## config.mk

```make
export PLATFORM = sky130hd
export DESIGN_NAME = scb_ctrl
export DESIGN_NICKNAME = d
export VERILOG_FILES = /design/src/verilog/scb_pkg.sv /design/src/verilog/scb_pin_sync.sv /design/src/verilog/scb_ctrl.sv
export SDC_FILE = /design/constraint.sdc
export NUM_CORES = 1
export LEC_CHECK = 0
export ABC_CLOCK_PERIOD_IN_PS = 6800
export BUFFER_PORTS_ARGS = -buffer_cell sky130_fd_sc_hd__buf_2
export CAP_MARGIN = 20
export CORE_ASPECT_RATIO = 1.5
export CORE_MARGIN = 2
export CORE_UTILIZATION = 45
export DETAILED_ROUTE_END_ITERATION = 10
export PLACE_DENSITY_LB_ADDON = 0.15
export SKIP_CTS_REPAIR_TIMING = 1
export SLEW_MARGIN = 30
export SYNTH_ARGS = -nofsm -noshare
export SYNTH_HDL_FRONTEND = slang
export SYNTH_SLANG_ARGS = --single-unit
```

## constraint.sdc

```tcl
create_clock -name clk -period 6.8 [get_ports clk]
set_clock_uncertainty 0.15 [all_clocks]
set_input_delay 0.68 -clock clk [delete_from_list [all_inputs] [get_ports clk]]
set_output_delay 0.68 -clock clk [all_outputs]
set_load 0.02 [all_outputs]
```

## src/verilog/scb_pkg.sv

```systemverilog
`default_nettype none
package scb_pkg;
  localparam int unsigned CLK_HZ = 100_000_000;
  localparam int unsigned SCL_HZ = 100_000;
  // quarter of one serial bit, in clk cycles
  localparam int unsigned QTR_CYC = CLK_HZ / (4 * SCL_HZ);
  localparam int unsigned SETTLE_CYC = 4;
  localparam int unsigned CFG_BYTES = 8;

  localparam logic [7:0] OFS_STATUS = 8'h00;
  localparam logic [7:0] OFS_IRQ_STS = 8'h04;
  localparam logic [7:0] OFS_IRQ_MASK = 8'h08;
  localparam logic [7:0] OFS_CTRL = 8'h0C;
  localparam logic [7:0] OFS_CFG = 8'h10;
  localparam logic [2:0] MASK_RST = 3'h0;
  localparam int IRQ_OK = 0;
  localparam int IRQ_FAIL = 1;
  localparam int IRQ_SRST = 2;
  localparam int CTRL_GO = 0;

  // four strap levels: 0, R, F, 1
  localparam logic [1:0] LVL_0 = 2'h0;
  localparam logic [1:0] LVL_R = 2'h1;
  localparam logic [1:0] LVL_F = 2'h2;
  localparam logic [1:0] LVL_1 = 2'h3;

  localparam logic [6:0] EEPROM_DEV = 7'h50;
  localparam logic [7:0] EEPROM_START = 8'h00;
  localparam logic [1:0] RESP_OKAY = 2'h0;
  localparam logic [1:0] RESP_SLVERR = 2'h2;
  // idle pin levels: read enable, clock and data lines high
  localparam logic [9:0] PINS_RST = 10'h00B;

  typedef enum logic [1:0] {
    ST_IDLE = 2'b00,
    ST_START = 2'b01,
    ST_BIT = 2'b10,
    ST_STOP = 2'b11
  } scb_st_t;

  typedef struct packed {
    logic awvalid; logic [7:0] awaddr; logic wvalid; logic [31:0] wdata;
    logic [3:0] wstrb; logic bready; logic arvalid; logic [7:0] araddr;
    logic rready;
  } scb_axi_req_t;

  typedef struct packed {
    logic awready; logic wready; logic bvalid; logic [1:0] bresp;
    logic arready; logic rvalid; logic [31:0] rdata; logic [1:0] rresp;
  } scb_axi_rsp_t;

  typedef struct packed {
    logic [1:0] address_strap_low; logic [1:0] address_strap_high;
    logic [1:0] bus_role_strap; logic read_en_n; logic cal_clk;
    logic serial_bus_clock; logic sda;
  } scb_pins_t;

  typedef struct packed {
    logic serial_bus_clock_o; logic serial_bus_clock_oe; logic sda_o; logic sda_oe;
    logic load_done_n_o; logic load_done_n_oe; logic cal_clk_out;
  } scb_pout_t;
endpackage : scb_pkg
`default_nettype wire

```

## src/verilog/scb_pin_sync.sv

```systemverilog
`timescale 1ns/1ns
`default_nettype none
module scb_pin_sync #(
  parameter int W = 10,
  parameter logic [W-1:0] RST_VAL = '0
) (
  input wire logic clk,
  input wire logic rst_n,
  input wire logic [W-1:0] d,
  output logic [W-1:0] q
);
  typedef struct packed {
    logic [W-1:0] s1; logic [W-1:0] s2; logic [W-1:0] s3; logic [W-1:0] q;
  } scb_sync_t;
  scb_sync_t s_q, s_d;

  always_comb begin
    s_d = s_q;
    s_d.s1 = d;
    s_d.s2 = s_q.s1;
    s_d.s3 = s_q.s2;
    // a bit changes only once stages two and three agree
    s_d.q = (~(s_q.s2 ^ s_q.s3) & s_q.s3) | ((s_q.s2 ^ s_q.s3) & s_q.q);
  end

  always_ff @(posedge clk) begin
    if (!rst_n) begin
      s_q <= {RST_VAL, RST_VAL, RST_VAL, RST_VAL};
    end else begin
      s_q <= s_d;
    end
  end

  assign q = s_q.q;
endmodule : scb_pin_sync
`default_nettype wire

```

## src/verilog/scb_ctrl.sv

```systemverilog
// Contract
// RL1: two four-level address straps give sixteen distinct slave addresses.
// RL2: straps sampled once after power-up; later changes ignored.
// RL3: role strap float selects master, high selects slave; low levels reserved.
// RL4: master mode: read enable going low starts the EEPROM load.
// RL5: master mode: done output high until load completes successfully, then low.
// RL6: master mode: read enable held low after done starts no further load.
// RL7: slave mode: read enable low holds bus engine and config registers reset.
// RL8: slave mode: host keeps read enable high or floating; weak pull-up.
// RL9: slave mode: done output undriven until read enable first low, then low.
// RL10: chained slaves: done output feeds next read enable, passing reset on.
// RL11: buffered copy of calibration clock driven out for daisy chains.
// RL12: calibration clock optional, pulled low when floating; 25 MHz when used.
// RL13: serial bus clock is open drain; received, driven low only as master.
// RL14: master load uses bus reads; each received byte lands in config registers.
`timescale 1ns/1ns
`default_nettype none
module scb_ctrl
  import scb_pkg::*;
#(
  parameter int N_CFG = CFG_BYTES,
  parameter int unsigned QTR = QTR_CYC,
  parameter logic [2:0] ADDR_TOP = 3'h2 // arbitrary upper address bits
) (
  input wire logic clk,
  input wire logic rst_n,
  input wire scb_axi_req_t axi_i,
  output scb_axi_rsp_t axi_o,
  input wire scb_pins_t pins_i,
  output scb_pout_t pins_o,
  output logic [6:0] slave_addr,
  output logic irq
);
  typedef struct packed {
    scb_st_t st; logic [1:0] ph; logic [15:0] qc; logic [3:0] bi; logic [7:0] sh;
    logic [7:0] step; logic rd; logic last; logic nak;
    logic ok; logic fail; logic seen;
    logic [2:0] settle; logic capt; logic [3:0] saddr; logic [1:0] role; logic ren_q;
    logic [N_CFG-1:0][7:0] cfg; logic [2:0] sts; logic [2:0] mask;
    logic aw_full; logic [7:0] awa; logic w_full; logic [31:0] wd; logic [3:0] ws;
    scb_axi_rsp_t rsp; scb_pout_t pout; logic [6:0] addr; logic irq;
  } scb_state_t;

  scb_state_t s_q, s_d;
  scb_pins_t p;
  logic [9:0] p_raw;

  // pins come from outside the clk domain, calibration clock included
  scb_pin_sync #(.W(10), .RST_VAL(PINS_RST)) u_sync (
    .clk(clk),
    .rst_n(rst_n),
    .d(pins_i),
    .q(p_raw)
  );
  assign p = scb_pins_t'(p_raw);

  logic master, slave, ren_low, ren_fall, tick, go, stretch;
  logic [2:0] ev, clr;
  logic [7:0] off, ci;
  logic [31:0] rdv;
  logic rerr;

  always_comb begin
    s_d = s_q;
    ev = 3'h0;
    clr = 3'h0;
    go = 1'b0;
    rdv = 32'h0;
    rerr = 1'b0;
    off = 8'h0;
    ci = s_q.step - 8'h03;
    master = s_q.capt && (s_q.role == LVL_F); // [RL3]
    slave = s_q.capt && (s_q.role == LVL_1); // [RL3]
    ren_low = !p.read_en_n;
    ren_fall = s_q.ren_q && !p.read_en_n;
    s_d.ren_q = p.read_en_n;

    // straps read once, after the synchroniser has settled
    if (!s_q.capt) begin
      // the synchroniser holds its reset value for three more edges after release
      if (s_q.settle == 3'(SETTLE_CYC + 2)) begin
        s_d.capt = 1'b1; // [RL2]
        s_d.saddr = {p.address_strap_high, p.address_strap_low}; // [RL1]
        s_d.role = p.bus_role_strap;
      end else begin
        s_d.settle = s_q.settle + 3'h1;
      end
    end
    s_d.addr = {ADDR_TOP, s_d.saddr};

    // register write, once address and data have both arrived
    if (s_q.rsp.bvalid && axi_i.bready) begin
      s_d.rsp.bvalid = 1'b0;
    end
    if (s_q.rsp.awready && axi_i.awvalid) begin
      s_d.aw_full = 1'b1;
      s_d.awa = axi_i.awaddr;
    end
    if (s_q.rsp.wready && axi_i.wvalid) begin
      s_d.w_full = 1'b1;
      s_d.wd = axi_i.wdata;
      s_d.ws = axi_i.wstrb;
    end
    if (s_q.aw_full && s_q.w_full && !s_q.rsp.bvalid) begin
      s_d.aw_full = 1'b0;
      s_d.w_full = 1'b0;
      s_d.rsp.bvalid = 1'b1;
      s_d.rsp.bresp = RESP_OKAY;
      off = s_q.awa - OFS_CFG;
      if (s_q.awa[7:2] == OFS_IRQ_MASK[7:2]) begin
        if (s_q.ws[0]) s_d.mask = s_q.wd[2:0];
      end else if (s_q.awa[7:2] == OFS_CTRL[7:2]) begin
        go = s_q.ws[0] && s_q.wd[CTRL_GO];
      end else if (s_q.awa[7:2] != OFS_STATUS[7:2] && s_q.awa[7:2] != OFS_IRQ_STS[7:2]
                   && !(s_q.awa >= OFS_CFG && off[7:2] < 6'(N_CFG))) begin
        s_d.rsp.bresp = RESP_SLVERR;
      end
    end
    s_d.rsp.awready = !s_d.aw_full;
    s_d.rsp.wready = !s_d.w_full;

    // register read
    if (s_q.rsp.rvalid && axi_i.rready) begin
      s_d.rsp.rvalid = 1'b0;
    end
    if (s_q.rsp.arready && axi_i.arvalid) begin
      off = axi_i.araddr - OFS_CFG;
      if (axi_i.araddr[7:2] == OFS_STATUS[7:2]) begin
        rdv = {14'h0, s_q.role, 1'b0, s_q.addr, 1'b0, s_q.seen, s_q.fail, s_q.ok,
               s_q.st != ST_IDLE, slave, master, s_q.capt};
      end else if (axi_i.araddr[7:2] == OFS_IRQ_STS[7:2]) begin
        rdv = {29'h0, s_q.sts};
        clr = s_q.sts;
      end else if (axi_i.araddr[7:2] == OFS_IRQ_MASK[7:2]) begin
        rdv = {29'h0, s_q.mask};
      end else if (axi_i.araddr[7:2] == OFS_CTRL[7:2]) begin
        rdv = 32'h0;
      end else if (axi_i.araddr >= OFS_CFG && off[7:2] < 6'(N_CFG)) begin
        rdv = {24'h0, s_q.cfg[off[7:2]]};
      end else begin
        rerr = 1'b1;
      end
      s_d.rsp.rvalid = 1'b1;
      s_d.rsp.rdata = rdv;
      s_d.rsp.rresp = rerr ? RESP_SLVERR : RESP_OKAY;
    end
    s_d.rsp.arready = !s_d.rsp.rvalid;

    // bus engine: quarter-bit phases; phase 2 waits for the released clock to read high,
    // so a stretching partner is honoured before sampling, a start or a stop
    stretch = (s_q.st != ST_IDLE) && (s_q.ph == 2'h2) && !p.serial_bus_clock; // [RL13]
    tick = (s_q.qc == 16'h0) && !stretch;
    if (s_q.st != ST_IDLE && !stretch) begin
      s_d.qc = tick ? 16'(QTR - 1) : s_q.qc - 16'h1;
    end
    if (s_q.st != ST_IDLE && tick) begin
      s_d.ph = s_q.ph + 2'h1;
    end
    unique case (s_q.st)
      ST_IDLE: begin
        s_d.pout.serial_bus_clock_oe = 1'b0;
        s_d.pout.sda_oe = 1'b0;
        s_d.qc = 16'(QTR - 1);
        // only a read enable edge, or a go write before a successful load, starts a load: a level held low after done does not
        if (master && (ren_fall || (go && !s_q.ok))) begin // [RL4] [RL6]
          s_d.st = ST_START;
          s_d.ph = 2'h0;
          s_d.step = 8'h0;
          s_d.rd = 1'b0;
          s_d.ok = 1'b0;
          s_d.fail = 1'b0;
          s_d.sh = {EEPROM_DEV, 1'b0};
        end
      end
      ST_START: if (tick) begin
        unique case (s_q.ph)
          2'h0: s_d.pout.sda_oe = 1'b0;
          2'h1: s_d.pout.serial_bus_clock_oe = 1'b0;
          2'h2: s_d.pout.sda_oe = 1'b1;
          2'h3: begin
            s_d.pout.serial_bus_clock_oe = 1'b1; // [RL13]
            s_d.st = ST_BIT;
            s_d.bi = 4'h0;
          end
        endcase
      end
      ST_BIT: if (tick) begin
        unique case (s_q.ph)
          2'h0: begin
            if (s_q.rd) s_d.pout.sda_oe = (s_q.bi == 4'h8) && !s_q.last;
            else s_d.pout.sda_oe = (s_q.bi != 4'h8) && !s_q.sh[7];
          end
          2'h1: s_d.pout.serial_bus_clock_oe = 1'b0; // [RL13]
          2'h2: begin
            if (s_q.bi == 4'h8) s_d.nak = p.sda;
            else if (s_q.rd) s_d.sh = {s_q.sh[6:0], p.sda};
          end
          2'h3: begin
            s_d.pout.serial_bus_clock_oe = 1'b1;
            s_d.bi = s_q.bi + 4'h1;
            if (s_q.bi != 4'h8) begin
              if (!s_q.rd) s_d.sh = {s_q.sh[6:0], 1'b0};
            end else if (!s_q.rd && s_q.nak) begin
              s_d.fail = 1'b1;
              s_d.st = ST_STOP;
            end else if (s_q.rd) begin
              s_d.cfg[ci] = s_q.sh; // [RL14]
              s_d.bi = 4'h0;
              s_d.step = s_q.step + 8'h1;
              s_d.last = (s_q.step - 8'h02) == 8'(N_CFG - 1);
              if (s_q.last) s_d.st = ST_STOP;
            end else begin
              s_d.bi = 4'h0;
              s_d.step = s_q.step + 8'h1;
              if (s_q.step == 8'h0) begin
                s_d.sh = EEPROM_START;
              end else if (s_q.step == 8'h1) begin
                s_d.sh = {EEPROM_DEV, 1'b1}; // [RL14]
                s_d.st = ST_START;
              end else begin
                s_d.rd = 1'b1;
                s_d.last = (N_CFG == 1);
              end
            end
          end
        endcase
      end
      ST_STOP: if (tick) begin
        unique case (s_q.ph)
          2'h0: s_d.pout.sda_oe = 1'b1;
          2'h1: s_d.pout.serial_bus_clock_oe = 1'b0;
          2'h2: s_d.pout.sda_oe = 1'b0;
          2'h3: begin
            s_d.st = ST_IDLE;
            s_d.ok = !s_q.fail; // [RL5]
            ev[IRQ_OK] = !s_q.fail;
            ev[IRQ_FAIL] = s_q.fail;
          end
        endcase
      end
    endcase

    // slave mode: read enable low is a reset of engine and config bytes
    if (slave && ren_low) begin // [RL7] [RL8]
      s_d.st = ST_IDLE;
      s_d.pout.serial_bus_clock_oe = 1'b0;
      s_d.pout.sda_oe = 1'b0;
      s_d.cfg = '0;
      s_d.ok = 1'b0;
      s_d.seen = 1'b1;
      ev[IRQ_SRST] = ren_fall;
    end

    s_d.pout.serial_bus_clock_o = 1'b0;
    s_d.pout.sda_o = 1'b0;
    if (master) begin
      s_d.pout.load_done_n_oe = 1'b1;
      s_d.pout.load_done_n_o = !s_d.ok; // [RL5]
    end else begin
      // chained slaves see this low on their own read enable
      s_d.pout.load_done_n_oe = slave && s_d.seen; // [RL9] [RL10]
      s_d.pout.load_done_n_o = 1'b0;
    end
    // no pull-down modelled: a floating input reaches us as low
    s_d.pout.cal_clk_out = p.cal_clk; // [RL11] [RL12]

    // an event in the clearing read's cycle survives
    s_d.sts = (s_q.sts & ~clr) | ev;
    s_d.irq = |(s_d.sts & s_d.mask);
  end

  always_ff @(posedge clk) begin
    if (!rst_n) begin
      s_q <= '0;
      s_q.ren_q <= 1'b1;
      s_q.mask <= MASK_RST;
    end else begin
      s_q <= s_d;
    end
  end

  assign axi_o = s_q.rsp;
  assign pins_o = s_q.pout;
  assign slave_addr = s_q.addr;
  assign irq = s_q.irq;
endmodule : scb_ctrl
`default_nettype wire

```

==> results.py <==
metrics = {
    "route": {
        "first_iter_violations": 441,
        "route.detailed.drc": 0,
        "routedWlPerCell_microns": 16.5,
        "via_per_inst": 5.47,
        "first_pass_iters": 5,
        "wl_microns": 22500,
        "antenna_left": 0,
        "vias": 7452,
    },
    "clocking": {
        "cts_tree": "done",
        "numClockSinks": 208,
        "cts_buffers": 22,
        "insertion_delay_ns": 0.51,
        "cts_root_buf": "clkbuf_16",
        "clk_pin_slew_ns": 0.06,
        "max-clock-path-buffers": 3,
        "htreeDepth": 1,
    },
    "place": {
        "gp_congestion": 0.806,
        "dp_hpwl_microns": 15400,
        "pre_cts_slack_ns": 3.08,
        "numPortBuffers": 65,
    },
    "grt": {
        "grt_max_degree": 76,
        "antenna_found_initial": 2,
        "track_usage": 0.200,
        "grt_pass1_wl_microns": 36500,
        "grt_pass1_vias": 7098,
        "overflow": 0,
    },
    "pwr": {
        "p_clk_frac": 0.469,
        "ir_drop_mv": 0.220,
        "combPwrFrac": 0.049,
        "p_total_mw": 2.61,
        "power_frac_seq": 0.481,
        "internal_power_mw": 1.98,
        "power.switching_mw": 0.622,
        "p_leak_nw": 4.42,
        "swShare": 0.239,
        "power_density_nw_per_um2": 245,
    },
    "setup_path": {
        "worstPathArrival_ns": 3.39,
        "r2r-end": "s_q[157]",
        "worst-setup-path-type": "reg -> reg",
        "cp-end-kind": "flip-flop",
        "cp-start-kind": "flip-flop",
        "crit_fanout": 8,
        "reg2reg_from": "s_q[226]",
        "rrSetupSlack_ns": 3.62,
        "ff2ff_path_depth": 6,
        "crit_required_ns": 7.01,
    },
    "synth": {
        "synthArstFlopShare": 0,
        "synth_edf_count": 0,
        "synth_cell_types": 70,
        "synth_warnings": 0,
        "netlist_instances": 1072,
        "ys_ff_latch": 208,
        "synth_ff_type": "dfxtp_1",
        "synth_area_sq_um": 9740,
        "yosysSeqAreaShare": 0.428,
        "avgSynthCellArea_sq_um": 9.08,
    },
    "floorplanning": {
        "die_h_microns": 184,
        "die_w_microns": 124,
        "start_util": 0.460,
        "coreArea_sq_um": 21100,
        "die-area_sq_um": 22900,
        "row_count": 65,
        "ios": 125,
    },
    "sta": {
        "finalSetupViolCount": 0,
        "finalHoldViolCount": 0,
        "setup_tns_ns": 0,
        "tightest_slew_ns": 0.865,
        "fin_ws_ns": 3.62,
        "fmax_mhz": 314,
        "period_share": 0.468,
        "max-slew-margin-rel": 0.416,
        "finalCriticalPeriod_ns": 3.18,
        "grt_setup_unrepaired": "false",
        "slew_viol_final": 0,
    },
    "hold_path": {
        "worstHoldPathCells": 2,
        "worst_hold_path.endpoint": "u_sync.s_d[21]",
        "min_from": "pins_i[1]",
        "hold_path.class": "in -> reg",
    },
    "layout": {
        "utilization": 0.504,
        "nets": 1171,
        "fillers": 2062,
        "area_growth_pct": 9.41,
        "drive_gt1_frac": 0.140,
    },
    "outcome": {
        "status": "complete, no violations",
    },
    "run": {
        "drv_cap": 0,
    },
}
registers in the layout (all words and copies together), names as in the netlist, named ones only:
signal,count
u_sync.s_d,20
u_sync.s_q,10
s_q,135
pins_o,5
axi_o,22
irq,1
slave_addr,5
cell usage after synthesis, types with 5 or more instances:
library cell / number / area (sq um)
o211ai_1: 16 / 120
nor4_1: 13 / 81.3
o31ai_1: 6 / 45.0
or4_1: 7 / 52.6
buf_4: 55 / 413
xor2_1: 6 / 52.6
mux4_2: 16 / 360
a21oi_1: 69 / 345
nand3b_1: 9 / 67.6
nor2b_1: 5 / 31.3
a211oi_1: 6 / 45.0
nand4_1: 9 / 56.3
o21ai_0: 35 / 175
and2_1: 27 / 169
nand2_1: 159 / 597
mux2i_1: 89 / 891
clkbuf_1: 44 / 165
buf_1: 8 / 30.0
or2_2: 9 / 56.3
nand2b_1: 18 / 113
nor2_1: 59 / 221
nor3_1: 18 / 90.1
xnor2_1: 7 / 61.3
nand3_1: 39 / 195
inv_1: 26 / 97.6
dfxtp_1: 208 / 4160
ha_1: 24 / 300
cells in the final DEF (no fill, tap or decap), types with 4 or more instances in the layout:
cell,instances
and2_1,27
o211a_1,4
a21o_1,4
xnor2_1,7
and3_1,4
inv_1,25
buf_4,5
and4b_1,4
nand3b_1,9
nand4_1,9
buf_2,65
or4_1,7
xor2_1,6
nor4_1,13
nand3_1,39
nor2b_1,5
nand2b_1,18
a211oi_1,6
clkinv_4,4
clkinv_2,5
dfxtp_1,208
conb_1,23
nor2_1,58
nand2_2,4
nor3_1,18
clkbuf_16,22
nand2_1,159
o31ai_1,6
a21oi_1,69
mux4_2,16
o21ai_0,35
ha_1,24
or2_2,9
mux2i_1,89
o211ai_1,16
stage by stage:
stage          cell area, sq um  hold WS [ns]  cells
2_1_floorplan              9820         0.236   1094
3_3_place_gp               9900         0.239   1322
3_5_place_dp               9900         0.243   1322
4_1_cts                   10600         0.194   1362
5_1_grt                   10700         0.206   1363
6_report                  10700         0.209   1363
per-layer routing:
metal	part of all wire	track usage
met4	0.023	0.0562
met2	0.51	0.358
met1	0.43	0.247
met3	0.039	0.0260
met5	0.00058	0
worst max-delay path by stage:
stage | startpoint | endpoint | depth (start not counted)
2_1_floorplan | s_q[189] | s_q[228] | 8
3_3_place_gp | rst_n | s_q[169] | 8
3_5_place_dp | rst_n | s_q[161] | 8
4_1_cts | s_q[209] | s_q[199] | 7
5_1_grt | rst_n | s_q[161] | 8
6_report | s_q[226] | s_q[157] | 6
kinds of logic after synthesis:
| family | share of synthesized area |
|---|---|
| other | 0.000385 |
| AND/OR/NAND/NOR | 0.216 |
| buffers and inverters | 0.0751 |
| adder cells (fa/ha/maj) | 0.0308 |
| XOR/XNOR | 0.0117 |
| AO/OA/AOI/OAI | 0.110 |
| multiplexers | 0.129 |
| flip-flops | 0.428 |
power groups by stage:
stage	Combinational [mW]	Clock, mW	Sequential (mW)
after global routing	0.143	1.31	1.26
after global placement	0.129	0	1.28
after floorplan	0.112	0	1.28
after detailed placement	0.129	0	1.28
final	0.128	1.22	1.25
after CTS	0.130	1.26	1.25
critical path: stages, from the launching register on:
cell and delay, ns:
dfxtp_1 0.38, ha_1 0.36, and4b_1 0.39, nand3_1 0.20
a2111oi_0 0.71, nand2_1 0.62, mux2i_1 0.24
layout make-up:
type                    instances  area, sq um  share of cell area
inverters                      27          101             0.00951
clock buffers                  25          582              0.0546
multi-input cells             749         4940               0.464
diodes                          1         2.50            0.000235
flip-flops and latches        208         4160               0.391
clock inverters                15          161              0.0152
repair buffers                 70          363              0.0341
well taps                     268          335              0.0315
Power figures use the tool's default switching activity.
